[src/verilog/nrs_pkg.sv]
// Package for the node reset sequencer: constants, states and carriers
package nrs_pkg;
    localparam int CLK_HZ = 10_000_000;
    localparam int CLK_NS = 1_000_000_000 / CLK_HZ;
    // Times in their own units
    localparam int POR_PULSE_NS = 4000;
    localparam int POR_PULSE_MAX_NS = 6000;
    localparam int IGNORE_NS = 35000;
    localparam int EXEC_NS = 44000;
    localparam int INIT_US = 2000;
    localparam int PWR_INIT_US = 30000;
    // Cycle counts
    localparam int POR_CYC = (POR_PULSE_NS + CLK_NS - 1) / CLK_NS;
    localparam int POR_MAX_CYC = POR_PULSE_MAX_NS / CLK_NS;
    localparam int IGNORE_CYC = IGNORE_NS / CLK_NS;
    localparam int EXEC_CYC = EXEC_NS / CLK_NS;
    localparam int INIT_CYC = INIT_US * 1000 / CLK_NS;
    localparam int PWR_INIT_CYC = PWR_INIT_US * 1000 / CLK_NS;
    localparam int TMR_W = 24;
    localparam int LOW_W = 12;
    // Register map
    localparam logic [7:0] REG_CTRL = 8'h00;
    localparam logic [7:0] REG_STAT = 8'h04;
    localparam logic [7:0] REG_CFG = 8'h08;
    localparam int CTRL_WDOG_BIT = 0;
    localparam int STAT_XCHG_BIT = 0;
    localparam int STAT_FAULT_BIT = 1;
    localparam int STAT_BUS_BIT = 2;
    localparam int STAT_BUSY_BIT = 3;
    localparam int STAT_CAUSE_LSB = 4;
    localparam logic CTRL_RST = 1'b0;
    localparam logic [7:0] CFG_RST = 8'h00;
    localparam logic [3:0] OUT_SAFE = 4'hF;
    localparam logic [1:0] MODE_NODE = 2'h0;
    typedef enum logic [2:0] {
        ST_POR = 3'b001,
        ST_INIT = 3'b010,
        ST_RUN = 3'b100
    } nrs_state_t;
    typedef enum logic [1:0] {
        CAUSE_POR = 2'h0,
        CAUSE_LOGIC = 2'h1,
        CAUSE_EXT = 2'h2
    } nrs_cause_t;
    typedef struct packed {
        logic [3:0] level;
        logic oe;
    } nrs_port_t;
    localparam nrs_port_t PORT_SAFE = '{level: OUT_SAFE, oe: 1'b0};
endpackage : nrs_pkg
[src/verilog/nrs_init_timer.sv]
// Down counter timing the initialisation phase
`timescale 1ns/1ps
`default_nettype none
module nrs_init_timer
    import nrs_pkg::*;
(
    // Clock and reset
    input wire logic clk,
    input wire logic reset,
    // Control
    input wire logic load,
    input wire logic [TMR_W-1:0] load_val,
    output logic done
);
    logic [TMR_W-1:0] cnt;

    always_ff @(posedge clk)
    begin
        if (reset)
            cnt <= '0;
        else if (load)
            cnt <= load_val;
        else if (cnt != '0)
            cnt <= cnt - TMR_W'(1);
    end

    always_ff @(posedge clk)
    begin
        if (reset)
            done <= 1'b0;
        else
            done <= !load && (cnt == TMR_W'(1));
    end
endmodule : nrs_init_timer
`default_nettype wire

[src/verilog/nrs_node_reset_sequencer.sv]
// Node reset sequencer: reset sources, safe outputs, init timing, APB regs
// Overview of operation
// - Any reset loads F into data and parameter outputs, drivers high impedance.
// - Non power-on resets pulse data and parameter strobes together.
// - Reset sets exchange block; io calls refused until parameter write clears it.
// - Call or pin reset finishes init and config readout within 2 ms.
// - Power-on init completes within 30 ms, 1000 ms with heavy load.
// - Internal power-on reset pulse lasts 4 to 6 microseconds.
// - Reset calls, enabled watchdog expiry or forbidden state cause logic reset.
// - Addressing channel active with AC input mode suppresses reset-call handling.
// - Pin reset works in all modes; external logic holds pin low long enough.
// - Pin low pulses of at most 35 microseconds are ignored.
// - Output drivers go high impedance within 44 microseconds of pin falling.
// - Pin reset fires at timer expiry; init starts regardless of pin level.
// - Node mode flags serious fault if pin still low after exec plus init.
// - Node mode keeps main bus off after addressing channel; only reset restores.
// - While exchange block is set, show no-data-exchange and await parameter write.
`timescale 1ns/1ps
`default_nettype none
module nrs_node_reset_sequencer
    import nrs_pkg::*;
#(
    parameter int INIT_CYCLES = INIT_CYC,
    parameter int PWR_INIT_CYCLES = PWR_INIT_CYC
)
(
    // Clock and reset
    input wire logic clk,
    input wire logic reset,
    // APB slave
    input wire logic [7:0] paddr,
    input wire logic psel,
    input wire logic penable,
    input wire logic pwrite,
    input wire logic [31:0] pwdata,
    output logic [31:0] prdata,
    output logic pready,
    output logic pslverr,
    // External reset pin
    input wire logic reset_pin_n,
    // Reset sources
    input wire logic node_reset_call,
    input wire logic global_reset_call,
    input wire logic watchdog_expired,
    input wire logic fsm_forbidden,
    input wire logic addr_chan_active,
    input wire logic ac_current_mode,
    // Calls from the main state machine
    input wire logic param_write_call,
    input wire logic io_exchange_call,
    input wire logic [3:0] call_data,
    input wire logic [7:0] nvm_data,
    // Outputs
    output nrs_port_t data_out,
    output nrs_port_t param_out,
    output logic data_strobe,
    output logic param_strobe,
    output logic por_pulse,
    output logic sm_hold,
    output logic [7:0] config_out,
    output logic no_data_exchange,
    output logic serious_fault,
    output logic main_bus_en
);
    nrs_state_t state;
    nrs_state_t next_state;
    nrs_cause_t cause;
    logic pin_low;
    logic ext_trig;
    logic logic_evt;
    logic rst_evt;
    logic tmr_load;
    logic tmr_done;
    logic [TMR_W-1:0] tmr_val;
    logic [7:0] por_cnt;
    logic xchg_block;
    logic wdog_en;
    logic run_ok;
    logic apb_acc;
    logic apb_wr;
    logic [31:0] rd_val;
    logic rd_hit;

    nrs_pin_filter u_pin_filter (
        .clk(clk),
        .reset(reset),
        .pin_n(reset_pin_n),
        .pin_low(pin_low),
        .trig(ext_trig)
    );

    // Reset calls are handled elsewhere while the optical channel uses AC input
    always_comb
    begin
        logic calls_ok;
        calls_ok = !(addr_chan_active && ac_current_mode);
        logic_evt = (state != ST_POR) &&
            (((node_reset_call || global_reset_call) && calls_ok) ||
             (watchdog_expired && wdog_en) || fsm_forbidden);
    end

    // Pin reset is an event at timer expiry, independent of later pin level
    assign rst_evt = logic_evt || (ext_trig && state != ST_POR);

    always_comb
    begin
        next_state = state;
        if (rst_evt)
            next_state = ST_INIT;
        else
        begin
            case (state)
                ST_POR:
                    if (por_cnt == 8'(POR_CYC - 1))
                        next_state = ST_INIT;
                ST_INIT:
                    if (tmr_done)
                        next_state = ST_RUN;
                ST_RUN:
                    next_state = ST_RUN;
                default:
                    next_state = ST_POR;
            endcase
        end
    end

    always_ff @(posedge clk)
    begin
        if (reset)
            state <= ST_POR;
        else
            state <= next_state;
    end

    always_ff @(posedge clk)
    begin
        if (reset || state != ST_POR)
            por_cnt <= '0;
        else
            por_cnt <= por_cnt + 8'(1);
    end

    // Pulse is level of the power-on phase after supply reset release
    always_ff @(posedge clk)
    begin
        if (reset)
            por_pulse <= 1'b1;
        else
            por_pulse <= (next_state == ST_POR);
    end

    always_ff @(posedge clk)
    begin
        if (reset)
            sm_hold <= 1'b1;
        else
            sm_hold <= (next_state != ST_RUN);
    end

    always_ff @(posedge clk)
    begin
        if (reset)
            cause <= CAUSE_POR;
        else if (ext_trig && state != ST_POR)
            cause <= CAUSE_EXT;
        else if (logic_evt)
            cause <= CAUSE_LOGIC;
    end

    // Timer restarts on any new reset, even mid-initialisation
    assign tmr_load = (next_state == ST_INIT) && (state != ST_INIT || rst_evt);
    assign tmr_val = (state == ST_POR && !rst_evt) ? TMR_W'(PWR_INIT_CYCLES)
                                                   : TMR_W'(INIT_CYCLES);

    nrs_init_timer u_init_timer (
        .clk(clk),
        .reset(reset),
        .load(tmr_load),
        .load_val(tmr_val),
        .done(tmr_done)
    );

    // Config captured as the readout ends, on the same edge that releases the machine
    always_ff @(posedge clk)
    begin
        if (reset)
            config_out <= CFG_RST;
        else if (state == ST_INIT && tmr_done && !rst_evt)
            config_out <= nvm_data;
    end

    always_ff @(posedge clk)
    begin
        if (reset)
            serious_fault <= 1'b0;
        else if (state == ST_INIT && tmr_done && !rst_evt && cause == CAUSE_EXT &&
                 pin_low && nvm_data[1:0] == MODE_NODE)
            serious_fault <= 1'b1;
        else if (apb_wr && paddr == REG_STAT && pwdata[STAT_FAULT_BIT])
            serious_fault <= 1'b0;
    end

    // Reset wins over a same-cycle parameter write
    always_ff @(posedge clk)
    begin
        if (reset || rst_evt || state != ST_RUN)
            xchg_block <= 1'b1;
        else if (param_write_call)
            xchg_block <= 1'b0;
    end

    always_ff @(posedge clk)
    begin
        if (reset)
            no_data_exchange <= 1'b1;
        else
            no_data_exchange <= xchg_block;
    end

    assign run_ok = (state == ST_RUN) && !rst_evt;

    always_ff @(posedge clk)
    begin
        if (reset || rst_evt)
            param_out <= PORT_SAFE;
        else if (run_ok && param_write_call)
            param_out <= '{level: call_data, oe: 1'b1};
    end

    // Io calls are dropped while blocked: the master must write parameters first
    always_ff @(posedge clk)
    begin
        if (reset || rst_evt)
            data_out <= PORT_SAFE;
        else if (run_ok && io_exchange_call && !xchg_block)
            data_out <= '{level: call_data, oe: 1'b1};
    end

    // Power-on enters through reset, so it never reaches this strobe term
    always_ff @(posedge clk)
    begin
        if (reset)
        begin
            data_strobe <= 1'b0;
            param_strobe <= 1'b0;
        end
        else
        begin
            data_strobe <= rst_evt || (run_ok && io_exchange_call && !xchg_block);
            param_strobe <= rst_evt || (run_ok && param_write_call);
        end
    end

    always_ff @(posedge clk)
    begin
        if (reset || rst_evt)
            main_bus_en <= 1'b1;
        else if (addr_chan_active && config_out[1:0] == MODE_NODE && state == ST_RUN)
            main_bus_en <= 1'b0;
    end

    // APB slave, one wait state
    assign apb_acc = psel && penable;
    assign apb_wr = apb_acc && pready && pwrite;

    always_comb
    begin
        rd_val = '0;
        rd_hit = 1'b1;
        case (paddr)
            REG_CTRL:
                rd_val[CTRL_WDOG_BIT] = wdog_en;
            REG_STAT:
            begin
                rd_val[STAT_XCHG_BIT] = xchg_block;
                rd_val[STAT_FAULT_BIT] = serious_fault;
                rd_val[STAT_BUS_BIT] = main_bus_en;
                rd_val[STAT_BUSY_BIT] = (state != ST_RUN);
                rd_val[STAT_CAUSE_LSB +: 2] = cause;
            end
            REG_CFG:
                rd_val[7:0] = config_out;
            default:
                rd_hit = 1'b0;
        endcase
    end

    always_ff @(posedge clk)
    begin
        if (reset)
        begin
            pready <= 1'b0;
            prdata <= '0;
            pslverr <= 1'b0;
        end
        else
        begin
            pready <= apb_acc && !pready;
            prdata <= (apb_acc && !pready && !pwrite) ? rd_val : 32'h0000_0000;
            pslverr <= apb_acc && !pready && !rd_hit;
        end
    end

    always_ff @(posedge clk)
    begin
        if (reset)
            wdog_en <= CTRL_RST;
        else if (apb_wr && paddr == REG_CTRL)
            wdog_en <= pwdata[CTRL_WDOG_BIT];
    end

    // Helper counters for checks only
    logic [LOW_W-1:0] low_len;
    logic [TMR_W-1:0] init_len;
    logic [7:0] por_len;

    always_ff @(posedge clk)
    begin
        if (reset || reset_pin_n)
            low_len <= '0;
        else if (low_len != '1)
            low_len <= low_len + LOW_W'(1);
    end

    always_ff @(posedge clk)
    begin
        if (reset || state != ST_INIT || tmr_load)
            init_len <= '0;
        else
            init_len <= init_len + TMR_W'(1);
    end

    always_ff @(posedge clk)
    begin
        if (reset || !por_pulse)
            por_len <= '0;
        else
            por_len <= por_len + 8'(1);
    end

    property p_safe;
        @(posedge clk) disable iff (reset) rst_evt |=> !data_out.oe && !param_out.oe &&
            data_out.level == OUT_SAFE && param_out.level == OUT_SAFE;
    endproperty
    a_safe: assert property (p_safe) else $error("outputs not safe after reset");

    property p_strobe;
        @(posedge clk) disable iff (reset) rst_evt |=> data_strobe && param_strobe;
    endproperty
    a_strobe: assert property (p_strobe) else $error("strobes missing");

    property p_refuse;
        @(posedge clk) disable iff (reset) io_exchange_call && xchg_block |=> $stable(data_out);
    endproperty
    a_refuse: assert property (p_refuse) else $error("io call not refused");

    property p_init_time;
        @(posedge clk) disable iff (reset) state == ST_INIT |->
            init_len <= TMR_W'(PWR_INIT_CYCLES + 1);
    endproperty
    a_init_time: assert property (p_init_time) else $error("init too long");

    property p_por;
        @(posedge clk) disable iff (reset) $fell(por_pulse) |->
            $past(por_len) >= 8'(POR_CYC - 1) && $past(por_len) <= 8'(POR_MAX_CYC);
    endproperty
    a_por: assert property (p_por) else $error("power-on pulse width");

    property p_ignore;
        @(posedge clk) disable iff (reset) ext_trig |-> low_len > LOW_W'(IGNORE_CYC);
    endproperty
    a_ignore: assert property (p_ignore) else $error("short pin pulse acted on");

    property p_hiz;
        @(posedge clk) disable iff (reset) low_len == LOW_W'(EXEC_CYC) |->
            !data_out.oe && !param_out.oe;
    endproperty
    a_hiz: assert property (p_hiz) else $error("drivers not off in time");

    property p_ext_init;
        @(posedge clk) disable iff (reset) ext_trig && state != ST_POR |=> state == ST_INIT;
    endproperty
    a_ext_init: assert property (p_ext_init) else $error("pin reset missed");

    property p_calls_off;
        @(posedge clk) disable iff (reset) state == ST_RUN && node_reset_call &&
            addr_chan_active && ac_current_mode && !watchdog_expired && !fsm_forbidden &&
            !ext_trig |=> state == ST_RUN;
    endproperty
    a_calls_off: assert property (p_calls_off) else $error("call reset not suppressed");

    property p_hold;
        @(posedge clk) disable iff (reset) state != ST_RUN |-> sm_hold;
    endproperty
    a_hold: assert property (p_hold) else $error("machine released early");

    c_ext: cover property (@(posedge clk) disable iff (reset) ext_trig ##[1:3] state == ST_INIT);
    c_logic: cover property (@(posedge clk) disable iff (reset) logic_evt);
    c_fault: cover property (@(posedge clk) disable iff (reset) $rose(serious_fault));
    c_clear: cover property (@(posedge clk) disable iff (reset) $fell(xchg_block));
endmodule : nrs_node_reset_sequencer
`default_nettype wire

[src/verilog/nrs_pin_filter.sv]
// External reset pin synchroniser and low-time filter
`timescale 1ns/1ps
`default_nettype none
module nrs_pin_filter
    import nrs_pkg::*;
(
    // Clock and reset
    input wire logic clk,
    input wire logic reset,
    // Pin and result
    input wire logic pin_n,
    output logic pin_low,
    output logic trig
);
    logic meta;
    logic [LOW_W-1:0] cnt;

    always_ff @(posedge clk)
    begin
        if (reset)
        begin
            meta <= 1'b1;
            pin_low <= 1'b0;
        end
        else
        begin
            meta <= pin_n;
            pin_low <= ~meta;
        end
    end

    // Counter restarts on every high sample, saturates so one low fires once
    always_ff @(posedge clk)
    begin
        if (reset || !pin_low)
            cnt <= '0;
        else if (cnt != LOW_W'(IGNORE_CYC + 1))
            cnt <= cnt + LOW_W'(1);
    end

    always_ff @(posedge clk)
    begin
        if (reset)
            trig <= 1'b0;
        else
            // Fires on the sample after the ignore window, so a low of exactly that length is ignored
            trig <= pin_low && (cnt == LOW_W'(IGNORE_CYC));
    end
endmodule : nrs_pin_filter
`default_nettype wire

[config.mk]
export PLATFORM = sky130hd
export DESIGN_NAME = nrs_node_reset_sequencer
export DESIGN_NICKNAME = d
export VERILOG_FILES = /design/src/verilog/nrs_pkg.sv /design/src/verilog/nrs_init_timer.sv /design/src/verilog/nrs_node_reset_sequencer.sv /design/src/verilog/nrs_pin_filter.sv
export SDC_FILE = /design/constraint.sdc
export NUM_CORES = 1
export LEC_CHECK = 0
export BUFFER_PORTS_ARGS = -buffer_cell sky130_fd_sc_hd__buf_2
export CORE_UTILIZATION = 51
export DETAILED_ROUTE_END_ITERATION = 16
export HOLD_SLACK_MARGIN = 0.02
export PLACE_DENSITY_LB_ADDON = 0.08
export SLEW_MARGIN = 20
export SYNTH_ARGS = -nofsm -noshare
export SYNTH_HDL_FRONTEND = slang
export SYNTH_SLANG_ARGS = --single-unit
[constraint.sdc]
create_clock -name clk -period 2.4 [get_ports clk]
set_input_delay 0.12 -clock clk [delete_from_list [all_inputs] [get_ports clk]]
set_output_delay 0.12 -clock clk [all_outputs]
set_load 0.01 [all_outputs]
# After elaboration in Yosys (flattened, before gate mapping)
# Index checks and enable logic that the tools add are counted.
# word_totals
regBits	114
out_inout_bits	59
# op_classes
n_addsub	3
eq_ne	16
n_mux	14
n_bitwise	3
n_reduce_logical	59
# op_table
op	count
two-way mux 24 bit	2
logical AND 1 bit	29
== test 24 x 1 -> 1 bit, second input constant	1
nonzero test 24 bit	1
subtractor 24 x 1 -> 24 bit, second input constant	1
two-way mux 19 bit	1
adder 12 x 1 -> 12 bit, second input constant	1
== test 12 x 9 -> 1 bit, second input constant	1
!= test 12 x 9 -> 1 bit, second input constant	1
logical OR 1 bit	11
case mux 5 bit (2 select lines)	1
two-way mux 3 bit	3
case mux 3 bit (3 select lines)	1
adder 8 x 1 -> 8 bit, second input constant	1
== test 8 x 3 -> 1 bit, second input constant	1
== test 8 x 4 -> 1 bit, second input constant	1
== test 8 x 6 -> 1 bit, second input constant	1
zero test 1 bit	8
zero test 8 bit	1
== test 3 x 1 -> 1 bit, second input constant	2
== test 3 x 2 -> 1 bit, second input constant	2
!= test 3 bit, second input constant	2
nonzero test 2 bit	3
OR reduction 3 bit	2
other kinds (10)	17

# Longest topological paths before layout
# Gate-level depths: netlist (run 1).
# logic_depth
word_depth	13
depth_mapped	7
mapped_depth_nobuf	7

# Hierarchy
# A second synthesis (run 1) with hierarchy kept.
# hier_totals
hier_cells	473
hier_area_um2	4264.1
# by_module_without_submodules
mod	n_inst	cells_per_inst	area_each_um2	seq_area_each_um2
nrs_node_reset_sequencer	1	222	2092.0	1001.0
nrs_init_timer	1	179	1497.7	500.5
nrs_pin_filter	1	72	674.4	300.3

# Worst setup path before layout (run 1)
# OpenSTA, ideal clock, no wires.
# synth_path
kind	register -> register
from	reg u_init_timer.cnt[2]
to	reg u_init_timer.cnt[11]
setup_ns	0.132
t_arrival_ns	1.689
path_slack_ns	0.579
path_stages_with_launch	7
n_path_buf	1
synth_period_minus_slack_ns	1.821
cell_sequence	dfxtp_1 > nor4_4 > nand2_4 > or3_4 > buf_6 > o211ai_1 > a21oi_1
# synth_via
elab_chain_len	3
elab_cells_between_ends	5
# synth_rtl
element	line_no	rtl
start: declaration	nrs_init_timer.sv:15	logic [TMR_W-1:0] cnt;
start signal: assignment	nrs_init_timer.sv:22	cnt <= load_val;
start signal: assignment	nrs_init_timer.sv:24	cnt <= cnt - TMR_W'(1);
subtractor 24 x 1 -> 24 bit	nrs_init_timer.sv:24	
two-way mux 24 bit	nrs_init_timer.sv:23	else if (cnt != '0)
two-way mux 24 bit	nrs_init_timer.sv:21	else if (load)
# Several ways; a longest one is shown, not always the timed one. The select of a mux whose other input is x is not followed.
# A chain may end at the register's enable or synchronous reset.

# Worst setup path after layout (run 1)
# layout_path
from	reg state[0]
to	reg data_out[3] (netlist name)
# layout_via
elab_chain_len	7
elab_cells_between_ends	10
# layout_rtl
element	line_no	rtl
start: declaration	nrs_node_reset_sequencer.sv:65	nrs_state_t state;
start signal: assignment	nrs_node_reset_sequencer.sv:132	state <= next_state;
!= test 3 x 1 -> 1 bit	nrs_node_reset_sequencer.sv:97, nrs_node_reset_sequencer.sv:103	
logical AND 1 bit, on equally long branches	nrs_node_reset_sequencer.sv:97, nrs_node_reset_sequencer.sv:103	
logical OR 1 bit	nrs_node_reset_sequencer.sv:103	assign rst_evt = logic_evt || (ext_trig && state != ST_POR);
zero test 1 bit	nrs_node_reset_sequencer.sv:220	assign run_ok = (state == ST_RUN) && !rst_evt;
logical AND 1 bit	nrs_node_reset_sequencer.sv:220	
logical AND 1 bit (2 in series)	nrs_node_reset_sequencer.sv:235	else if (run_ok && io_exchange_call && !xchg_block)
end signal: assignment	nrs_node_reset_sequencer.sv:236	data_out <= '{level: call_data, oe: 1'b1};
end: declaration	nrs_node_reset_sequencer.sv:54	output nrs_port_t data_out,
# Several ways; a longest one is shown, not always the timed one.

==> summary.md, run 1 <==
| Metric | Value |
|---|---|
| Unrepaired setup endpoints after global routing | `no` |
| Final hold violations | `0` |
| Diode count | `0` |
| Endpoints failing setup | `0` |
| R2r setup slk | `380 ps` |
| Critical Path Fanout Max | `14` |
| Initial antenna violation count | `0` |
| Clock sinks | `90` |
| CTS tree | `built` |
| 1st-iter DRT viols | `78` |
| Peak supply drop | `741 uV` |
| Clk slew on worst S/H paths | `90 ps` |
| Synthesized area | `0.00406 mm^2` |
| Uppermost routed layer | `met4` |
| Buf/Inv on CP | `1` |
| Setup crit end | `data_out[3]` |
| CTS Buf Count | `9` |
| Die W | `91.2 um` |
| Post-synth top cells | `dfxtp_1 (90), nor2_1 (56), nand2_1 (33)` |
| Tcrit/Tclk final | `84.3%` |
| Placer Congestion | `0.809` |
| Drt pass-1 iters | `4` |
| Mapped Cells | `450` |
| Boundary pin count | `125` |
| Post-cts gate resize count | `0` |
| First-pass GRT wire length | `14000 um` |
| Row Count | `32` |
| H-tree levels | `3` |
| R2r startpoint | `state[0]` |
| Crit. Startpoint | `state[0]` |
| Area Growth Syn to Fin | `18.4%` |
| Clk_lat worst skew | `360 ps` |
| Clock Skew | `8.87 ps` |
| Asr flop ratio synth | `0%` |
| Area leader, netlist | `dfxtp_1` |
| Tot GR Track Use | `20.9%` |
| DRC viols | `0` |
| Number of synthesized flops with an enable pin | `0` |
| Area fraction of the dominant cell type after synthesis | `44.4%` |
| Register area | `0.00180 mm^2` |
| WL/cell | `12.7 um` |
| Top post-synthesis cells by area | `dfxtp_1 (44%), nor2_1 (5.2%), buf_4 (4.4%), nand3_1 (3.9%), mux2i_1 (3.5%)` |
| Final setup TNS | `0 ps` |
| Fin Hold WS | `28.7 ps` |
| Distinct cells, synth | `64` |
| Final Slew Violations | `0` |
| Hpwl dp | `5870 um` |
| Worst path max stage delay | `440 ps` |
| Setup crit end kind | `flop` |
| Cells on worst reg2reg path | `6` |
| Worst Hold Class | `in -> reg` |
| Fillers | `697` |
| #FFs+latches synth | `90` |
| CTS root buf | `clkbuf_8` |
| Multi-input logic area | `0.00206 mm^2` |
| DRT antenna net count | `0` |
| Sequential share of the synthesized area | `44.4%` |
| CP Data Required Time | `2650 ps` |
| WP depth | `6` |
| Status | `finished clean` |
| Vias in the first global route | `3126` |
| IO buf count | `70` |
| R2r endpoint | `data_out[3]` |
| Leakage | `0.00207 uW` |
| Grt ovf | `0` |
| Vias/cell | `5.18` |
| Count leader, synth | `dfxtp_1` |
| Core area | `0.00773 mm^2` |
| Die area | `0.00832 mm^2` |
| Kind of critical path | `reg -> reg` |
| DIE HEIGHT | `91.2 um` |
| Layout cells sized above 1 | `21.1%` |
| Maximum clock insertion buffer count | `2` |
| Fin nets | `612` |
| Largest net degree at the start of global routing | `40` |
| Avg Inst Size Synth | `9.02 um^2` |
| Vias | `3349` |
| Post-CTS setup repair buffer count | `0` |
| Slew @ Worst Pin | `507 ps` |
| Largest delay contributor family on the critical path | `simple AND/OR/NAND/NOR gates` |
| CP startpoint kind | `flop` |
| Slowest cell on the critical path | `or3b_1` |
| Met2 wire length | `3720 um` |
| Critical Path AT | `2280 ps` |
| Post-Route WL | `8210 um` |
| Pwr per Cell Area | `994 mW/mm^2` |
| Routed met3 length | `406 um` |
| Starting Density | `52.5%` |
| Ys Warns | `0` |
| WL met1 | `3990 um` |
| Max-slew headroom | `65.7%` |
| Critical-path cell list | `or3b_1 > o21ai_1 > buf_4 > nand4b_1 > mux2i_1 > nand2_1` |
| Fin crit period | `2020 ps` |
| MaxCap Viol Count | `0` |
| Most used DFF post-synth | `dfxtp_1` |
| Maximum clock rate | `494 MHz` |
placed cells by master, fill, tap and decap left out, types with 2 or more instances in the layout:
cell type and instances:
conb_1 24, nor2b_1 4, nand3b_1 3, ha_1 6, buf_4 11, nand3_1 32
o211ai_1 2, a22oi_1 4, dlygate4sd3_1 13, and2_1 3, buf_2 70, or3_1 5
mux2i_1 14, nor3_1 12, nor2_1 56, and3_1 4, dfxtp_1 90, xnor2_1 14
or4_1 4, xor2_1 12, o31ai_1 6, a211o_1 3, nor4_4 3, inv_1 11
nor3b_1 4, nand2b_1 5, nand2_1 33, nor4_1 7, inv_6 3, clkbuf_8 10
or2_2 3, nand4_1 6, a21oi_1 20, o21ai_0 5, o21a_1 3, a21o_1 5
a31oi_1 4
cell families (layout without fill, tap and decap cells):
family,count (synthesis),after routing,synth area share (%)
flops,90,90,44.4
buf+inv,49,121,6.97
compound gates,66,66,11.3
xor+xnor,26,26,5.61
simple gates,198,198,26.3
other cells,1,24,0.0924
fa+ha+maj,6,6,1.85
mux,14,14,3.45
cell type report:
cell class / count / area share [%]
Tap cell: 102 / 2.66
Sequential cell: 90 / 37.5
Timing Repair Buffer: 94 / 11.7
Clock buffer: 10 / 2.86
Inverter: 11 / 0.859
Multi-Input combinational cell: 334 / 42.9
Clock inverter: 6 / 1.51
flip-flops by register name (all words and copies together) (netlist names), 2 cells and up:
register,count
u_init_timer.cnt,24
param_out,5
config_out,8
u_pin_filter.cnt,12
cause,2
data_out,5
por_cnt,8
state,3
prdata,8
worst reg2reg max path: stages (launching register included):
cell and delay [ps]:
dfxtp_1 430, or3b_1 440, o21ai_1 150, buf_4 240, nand4b_1 330, mux2i_1 250
nand2_1 70
per-layer routing:
layer,GRT usage [%],up-vias
li1,-,1710
met1,26.6,1534
met2,34.7,98
met3,3.60,7
met4,8.86,0
met5,0,-
metrics by stage:
step                cell area [um^2]  cells  setup slack [ps]  util (%)  power, uW
floorplan                       4150    473               579         -       3320
global placement                4460    618               428      57.8       3680
detailed placement              4460    618               409      57.8       3730
CTS                             4800    647               388      62.2       4820
global route                    4800    647               140      62.2       5130
finish                          4800    647               378      62.2       4780
repair_timing:
| action | CTS | global route |
|---|---|---|
| endpoints found under the hold margin | 15 | 0 |
| hold buffers | 13 | 0 |
| setup endpoints to repair | 0 | 0 |
power by group:
group | leakage, uW | switching [uW] | internal [uW] | total [uW]
Clock | 0.000104 | 550 | 523 | 1070
Sequential | 0.000730 | 244 | 1680 | 1920
Combinational | 0.00124 | 982 | 801 | 1780
how the worst min path moves through the flow:
stage,start,endpoint,depth (start not counted)
after CTS,reset,u_pin_filter.meta,2
after global routing,reset,u_pin_filter.meta,2
after floorplan,reset_pin_n,u_pin_filter.meta,1
final,reset,u_pin_filter.meta,2
after detailed placement,reset_pin_n,u_pin_filter.meta,2
after global placement,reset_pin_n,u_pin_filter.meta,2
Power figures use the tool's default switching activity.
==> inputs of run 2 (changes only) <==
- CORE_UTILIZATION: 51 -> 46
- clock period: 2.4 -> 1.7 ns (I/O delays scaled with it)
==> run 2 against run 1 <==
Against the previous run:
- the run now ends with setup timing left
- count of clock-buffer cells in the layout is the same
- cell count rose by 11%
- critical path depth shrank 1
- routed wire length grew 14%
- maximum frequency increased by 12%
- global-route usage shrank 0.55 points
- hold slack better by 3.8 ps
- non-clock buffer count rose by 66
- highest routed layer unchanged
- via count increased by 8.7%
==> summary.md, run 2 (synthesized netlist as in run 1, its figures left out) <==
| Metric | Value |
|---|---|
| Status | `finished with violations (was finished clean)` |
| Failing checks | `setup timing` |
| Row Count | `33 (was 32)` |
| Die W | `95.9 um (was 91.2 um)` |
| 1st-iter DRT viols | `118 (was 78)` |
| Critical Path Fanout Max | `3 (was 14)` |
| Post-Route Utilization | `66.8% (was 62.2%)` |
| Hpwl dp | `6480 um (was 5870 um)` |
| Tot GR Track Use | `20.3% (was 20.9%)` |
| CP dominant cell by count | `nand2_1` |
| Final hold violations | `0 (unchanged)` |
| DRT antenna net count | `0 (unchanged)` |
| Vias | `3639 (was 3349)` |
| Endpoints failing setup | `15 (was 0)` |
| DIE HEIGHT | `95.9 um (was 91.2 um)` |
| Post-Route WL | `9360 um (was 8210 um)` |
| Most common cell after layout, fill and taps aside | `dfxtp_1 (unchanged)` |
| Switching Share | `37.3% (was 37.2%)` |
| Internal power | `5590 uW (was 3000 uW)` |
| Critical-path cell list | `nor4_4 > nand2_1 > or4_4 > or4_1 > nand2_1 (was or3b_1 > o21ai_1 > buf_4 > nand4b_1 > mux2i_1 > nand2_1)` |
| Core area | `0.00838 mm^2 (was 0.00773 mm^2)` |
| Unrepaired setup endpoints after global routing | `yes (was no)` |
| Comb pwr share | `53.2% (was 37.3%)` |
| Maximum clock rate | `553 MHz (was 494 MHz)` |
| MaxCap Viol Count | `0 (unchanged)` |
| Area Growth Syn to Fin | `37.9% (was 18.4%)` |
| Die area | `0.00920 mm^2 (was 0.00832 mm^2)` |
| CTS root buf | `clkbuf_8 (unchanged)` |
| Placer Congestion | `0.902 (was 0.809)` |
| Pwr per Cell Area | `1600 mW/mm^2 (was 994 mW/mm^2)` |
| Starting Density | `48.4% (was 52.5%)` |
| Layout cells sized above 1 | `35.8% (was 21.1%)` |
| Slowest cell on the critical path | `or4_4 (was or3b_1)` |
| Peak supply drop | `1970 uV (was 741 uV)` |
| CTS Buf Count | `9 (unchanged)` |
| Fin worst setup slack | `-107 ps (was 378 ps)` |
| Fin nets | `678 (was 612)` |
| Boundary pin count | `125 (unchanged)` |
| CP startpoint kind | `flop (unchanged)` |
| Vias in the first global route | `3318 (was 3126)` |
| Top flop regs | `u_init_timer.cnt: 24 flops, u_pin_filter.cnt: 12 flops (unchanged)` |
| Tot Pwr | `8930 uW (was 4780 uW)` |
| Leakage | `0.00245 uW (was 0.00207 uW)` |
| DRC viols | `0 (unchanged)` |
| Clk pwr share | `17.0% (was 22.5%)` |
| Diode count | `0 (unchanged)` |
| Setup crit end kind | `flop (unchanged)` |
| Largest Register | `u_init_timer.cnt (unchanged)` |
| Final setup TNS | `-521 ps (was 0 ps)` |
| Vias/cell | `5.08 (was 5.18)` |
| Clk slew on worst S/H paths | `90 ps (about the same)` |
| Initial antenna violation count | `0 (unchanged)` |
| Final Slew Violations | `0 (unchanged)` |
| Maximum clock insertion buffer count | `2 (unchanged)` |
| Fin crit period | `1810 ps (was 2020 ps)` |
| Most frequent cells in the layout | `dfxtp_1 (81), buf_2 (70), buf_4 (64), nor2_1 (54), nand2_1 (30) (was dfxtp_1 (90), buf_2 (70), nor2_1 (56), nand2_1 (33), nand3_1 (32))` |
| IO buf count | `70 (unchanged)` |
| Buf/Inv on CP | `0 (was 1)` |
| Max FFs per register | `24 (unchanged)` |
| Critical Path AT | `2120 ps (was 2280 ps)` |
| CP Data Required Time | `2010 ps (was 2650 ps)` |
| Largest delay contributor family on the critical path | `simple AND/OR/NAND/NOR gates (unchanged)` |
| Flop pwr share | `29.7% (was 40.2%)` |
| NetSw | `3330 uW (was 1780 uW)` |
| CTS tree | `built (unchanged)` |
| H-tree levels | `3 (unchanged)` |
| Clock sinks | `90 (unchanged)` |
| Kind of critical path | `reg -> reg (unchanged)` |
| Worst Hold Class | `in -> reg (unchanged)` |
| First-pass GRT wire length | `14500 um (was 14000 um)` |
| Grt ovf | `0 (unchanged)` |
| Worst path max stage delay | `500 ps (was 440 ps)` |
| Tcrit/Tclk final | `106% (was 84.3%)` |
| Clock Skew | `11.0 ps (was 8.87 ps)` |
| Drt pass-1 iters | `4 (unchanged)` |
| Clk_lat worst skew | `360 ps (about the same)` |
| WL/cell | `13.1 um (was 12.7 um)` |
| Largest net degree at the start of global routing | `20 (was 40)` |
run 2: changes by cell type in the layout (fill, tap and decap cells not counted), sizes merged:
cell and delta:
buf +62, inv -1, clkinv +1, dlygate4sd3 +4
run 2: layout make-up:
| class | instances | area [um^2] |
|---|---|---|
| Tap cell | 105 | 131 |
| Clock inverter | 6 | 72.6 |
| Inverter | 11 | 41.3 |
| Sequential cell | 90 | 1820 |
| Clock buffer | 10 | 138 |
| Fill cell | 690 | 2790 |
| Multi-Input combinational cell | 334 | 2290 |
| Timing Repair Buffer | 160 | 1100 |
run 2: tightest hold or removal path, delay by kind of cell:
family	cells	cell delay (ps)
buffers and inverters	1	100
and+or+nand+nor	3	190
run 2: power groups by stage:
stage / sequential [uW] / combinational [uW] / clock [uW]
finish: 2660 / 4750 / 1520
global route: 2690 / 5130 / 1670
CTS: 2640 / 3770 / 1580
detailed placement: 2680 / 3530 / 0
global placement: 2670 / 3460 / 0
floorplan: 2710 / 2030 / 0
run 2: final timing paths:
kind	startpoint	end	slack, ps	cells after the start
max	u_init_timer.cnt[19]	u_init_timer.cnt[23]	-110	5
min	addr_chan_active	main_bus_en	30	4
max reg2reg	u_init_timer.cnt[19]	u_init_timer.cnt[23]	-110	5
min reg2reg	u_pin_filter.meta	u_pin_filter.pin_low	390	1
run 2: timing repair:
item	CTS	global route
setup buffers	4	7
endpoints found under the setup margin	17	29
gates cloned	0	0
hold buffers	17	0
pin swaps	5	23
endpoints found under the hold margin	19	0
resized for setup	9	49
run 2: through the flow:
step | worst slack (ps) | hold slack [ps] | std cells | instance area (um^2)
6_report | -107 | 32.5 | 716 | 5600
4_1_cts | -82.0 | 27.7 | 710 | 5330
5_1_grt | -181 | 42.0 | 716 | 5600
3_5_place_dp | -89.5 | 272 | 673 | 4890
3_3_place_gp | -93.8 | 269 | 673 | 4890
2_1_floorplan | -67.6 | 189 | 473 | 4180
run 2: layer usage:
| metal | global-route usage, % | wire length (um) |
|---|---|---|
| met4 | 7.84 | 144 |
| met2 | 35.1 | 4510 |
| met1 | 25.2 | 4330 |
| met5 | 0 | 0 |
| met3 | 3.40 | 374 |
==> inputs of run 3 (changes only) <==
- CORE_ASPECT_RATIO: default -> 2
- HOLD_SLACK_MARGIN: 0.02 -> default
==> run 3 against run 2 <==
Against the previous run:
- largest power group unchanged
- highest routed layer unchanged
- the flow still finishes with violations (setup timing)
- sequential cell count unchanged
- hold slack worse by 20 ps
- register-to-register slack improved by 30 ps
==> summary.md, run 3 (synthesized netlist as in run 1, its figures left out) <==
| Metric | Value |
|---|---|
| Status | `finished with violations (unchanged)` |
| Failing checks | `setup timing (unchanged)` |
| Max FFs per register | `24 (unchanged)` |
| Row Count | `48 (was 33)` |
| CP Data Required Time | `1990 ps (was 2010 ps)` |
| Initial antenna violation count | `0 (unchanged)` |
| Pwr per Cell Area | `1650 mW/mm^2 (was 1600 mW/mm^2)` |
| Fin worst setup slack | `-73.9 ps (was -107 ps)` |
| R2r endpoint | `u_init_timer.cnt[23] (unchanged)` |
| Top flop regs | `u_init_timer.cnt: 24 flops, u_pin_filter.cnt: 12 flops (unchanged)` |
| Tot Pwr | `9220 uW (was 8930 uW)` |
| Hpwl dp | `7190 um (was 6480 um)` |
| Fin nets | `672 (was 678)` |
| Tcrit/Tclk final | `104% (was 106%)` |
| Boundary pin count | `125 (unchanged)` |
| NetSw | `3360 uW (was 3330 uW)` |
| Starting Density | `47.3% (was 48.4%)` |
| Leakage | `0.00244 uW (was 0.00245 uW)` |
| Hold Crit Start | `nvm_data[1] (was addr_chan_active)` |
| Diode count | `0 (unchanged)` |
| Cells on worst reg2reg path | `5 (unchanged)` |
| DIE HEIGHT | `135 um (was 95.9 um)` |
| Critical-path cell list | `nor4_4 > nand2_1 > or4_4 > or4_1 > nand2_1 (unchanged)` |
| IO buf count | `70 (unchanged)` |
| Clock sinks | `90 (unchanged)` |
| Most common cell after layout, fill and taps aside | `dfxtp_1 (unchanged)` |
| R2r setup slk | `-70 ps (was -110 ps)` |
| Clk slew on worst S/H paths | `60 ps (was 90 ps)` |
| Vias | `3753 (was 3639)` |
| Drt pass-1 iters | `4 (unchanged)` |
| WL/cell | `14.3 um (was 13.1 um)` |
| Design Area, Final | `0.00559 mm^2 (was 0.00560 mm^2)` |
| CTS tree | `built (unchanged)` |
| Tot GR Track Use | `22.4% (was 20.3%)` |
| Dpl ws | `-69.4 ps (was -89.5 ps)` |
| CP dominant cell by count | `nand2_1 (unchanged)` |
| Crit. Startpoint | `u_init_timer.cnt[16] (was u_init_timer.cnt[19])` |
| DRT antenna net count | `0 (unchanged)` |
| Placer Congestion | `0.779 (was 0.902)` |
| R2r startpoint | `u_init_timer.cnt[16] (was u_init_timer.cnt[19])` |
| 1st-iter DRT viols | `161 (was 118)` |
| Switching Share | `36.5% (was 37.3%)` |
| Post-Route WL | `10100 um (was 9360 um)` |
| CP startpoint kind | `flop (unchanged)` |
| Final Slew Violations | `0 (unchanged)` |
| Worst path max stage delay | `480 ps (was 500 ps)` |
| Fin crit period | `1770 ps (was 1810 ps)` |
| Maximum clock insertion buffer count | `2 (unchanged)` |
| H-tree levels | `3 (unchanged)` |
| Placed cell area | `0.00488 mm^2 (was 0.00489 mm^2)` |
| CTS root buf | `clkbuf_16 (was clkbuf_8)` |
| Comb pwr share | `48.8% (was 53.2%)` |
| Core area | `0.00859 mm^2 (was 0.00838 mm^2)` |
| Unrepaired setup endpoints after global routing | `yes (unchanged)` |
| Layout cells sized above 1 | `35.0% (was 35.8%)` |
| DRC viols | `0 (unchanged)` |
| Setup crit end kind | `flop (unchanged)` |
| First-pass GRT wire length | `15500 um (was 14500 um)` |
| Internal power | `5860 uW (was 5590 uW)` |
| Most frequent cells in the layout | `dfxtp_1 (80), buf_2 (71), buf_4 (60), nor2_1 (53), nand2_1 (31) (was dfxtp_1 (81), buf_2 (70), buf_4 (64), nor2_1 (54), nand2_1 (30))` |
| Critical Path Fanout Max | `3 (unchanged)` |
| Worst Hold Class | `in -> reg (unchanged)` |
| Placed Instances | `666 (was 673)` |
| Critical Path AT | `2060 ps (was 2120 ps)` |
| Kind of critical path | `reg -> reg (unchanged)` |
| Die area | `0.00923 mm^2 (was 0.00920 mm^2)` |
| Clock Skew | `6.44 ps (was 11.0 ps)` |
| Grt ovf | `0 (unchanged)` |
| Slowest cell on the critical path | `or4_4 (unchanged)` |
| Largest net degree at the start of global routing | `28 (was 20)` |
| Clk_lat worst skew | `340 ps (was 360 ps)` |
| Vias in the first global route | `3507 (was 3318)` |
| Largest Register | `u_init_timer.cnt (unchanged)` |
| Post-Route Utilization | `65.0% (was 66.8%)` |
| CTS Buf Count | `9 (unchanged)` |
| Maximum clock rate | `564 MHz (was 553 MHz)` |
| Endpoints failing setup | `6 (was 15)` |
| Setup crit end | `u_init_timer.cnt[23] (unchanged)` |
| Flop pwr share | `29.3% (was 29.7%)` |
| Final non-filler cell total | `705 (was 716)` |
| Die W | `68.4 um (was 95.9 um)` |
| Vias/cell | `5.32 (was 5.08)` |
| Fillers | `749 (was 690)` |
| Final hold violations | `0 (unchanged)` |
| Peak supply drop | `1890 uV (was 1970 uV)` |
| Area Growth Syn to Fin | `37.6% (was 37.9%)` |
| MaxCap Viol Count | `0 (unchanged)` |
| Clk pwr share | `21.9% (was 17.0%)` |
[run 3: worst min-delay path by stage]
stage                        end  slack, ps  depth (start not counted)
2_1_floorplan  u_pin_filter.meta        190                          1
3_3_place_gp   u_pin_filter.meta        270                          2
3_5_place_dp   u_pin_filter.meta        270                          2
4_1_cts            config_out[1]          5                          3
5_1_grt            config_out[1]         10                          3
6_report           config_out[1]         10                          3
[run 3: critical path, delay by kind of cell (launching register included)]
family,cells,cell delay (ps)
and+or+nand+nor,5,1380
DFF,1,330
[run 3: power groups by stage]
stage,Sequential [uW],Combinational [uW],Clock (uW)
floorplan,2710,2030,0
global placement,2670,3530,0
detailed placement,2680,3590,0
CTS,2640,3770,2070
global route,2720,4900,2160
finish,2700,4500,2020
[run 3: cell type report]
type                    count  area [um^2]  area share, %
repair buffers            152         1030           18.5
clock buffers               9          225           4.03
clock inverters             7         76.3           1.37
well taps                 100          125           2.24
inverters                  11         41.3          0.739
flip-flops and latches     90         1810           32.5
multi-input cells         336         2270           40.6
[run 3: what timing repair did]
action | CTS | global route
pin swaps | 7 | 13
endpoints found under the setup margin | 21 | 37
gates cloned | 1 | 2
setup buffers | 1 | 6
hold buffers | 13 | 0
hold endpoints to repair | 17 | 0
gates resized for setup | 13 | 37
[run 3: per-stage QoR]
| step | hold slack (ps) | TNS (ps) |
|---|---|---|
| 6_report | 12.4 | -246 |
| 2_1_floorplan | 189 | -562 |
| 4_1_cts | 5.31 | -544 |
| 3_5_place_dp | 272 | -607 |
| 5_1_grt | 10.5 | -1180 |
| 3_3_place_gp | 271 | -347 |
[run 3: metal layers]
layer / vias up / GRT usage (%) / wire length, um
met5: - / 0 / 0
met4: 0 / 10.8 / 356
met3: 29 / 4.65 / 342
met2: 99 / 41.9 / 5640
met1: 1786 / 21.8 / 3770
li1: 1839 / - / -
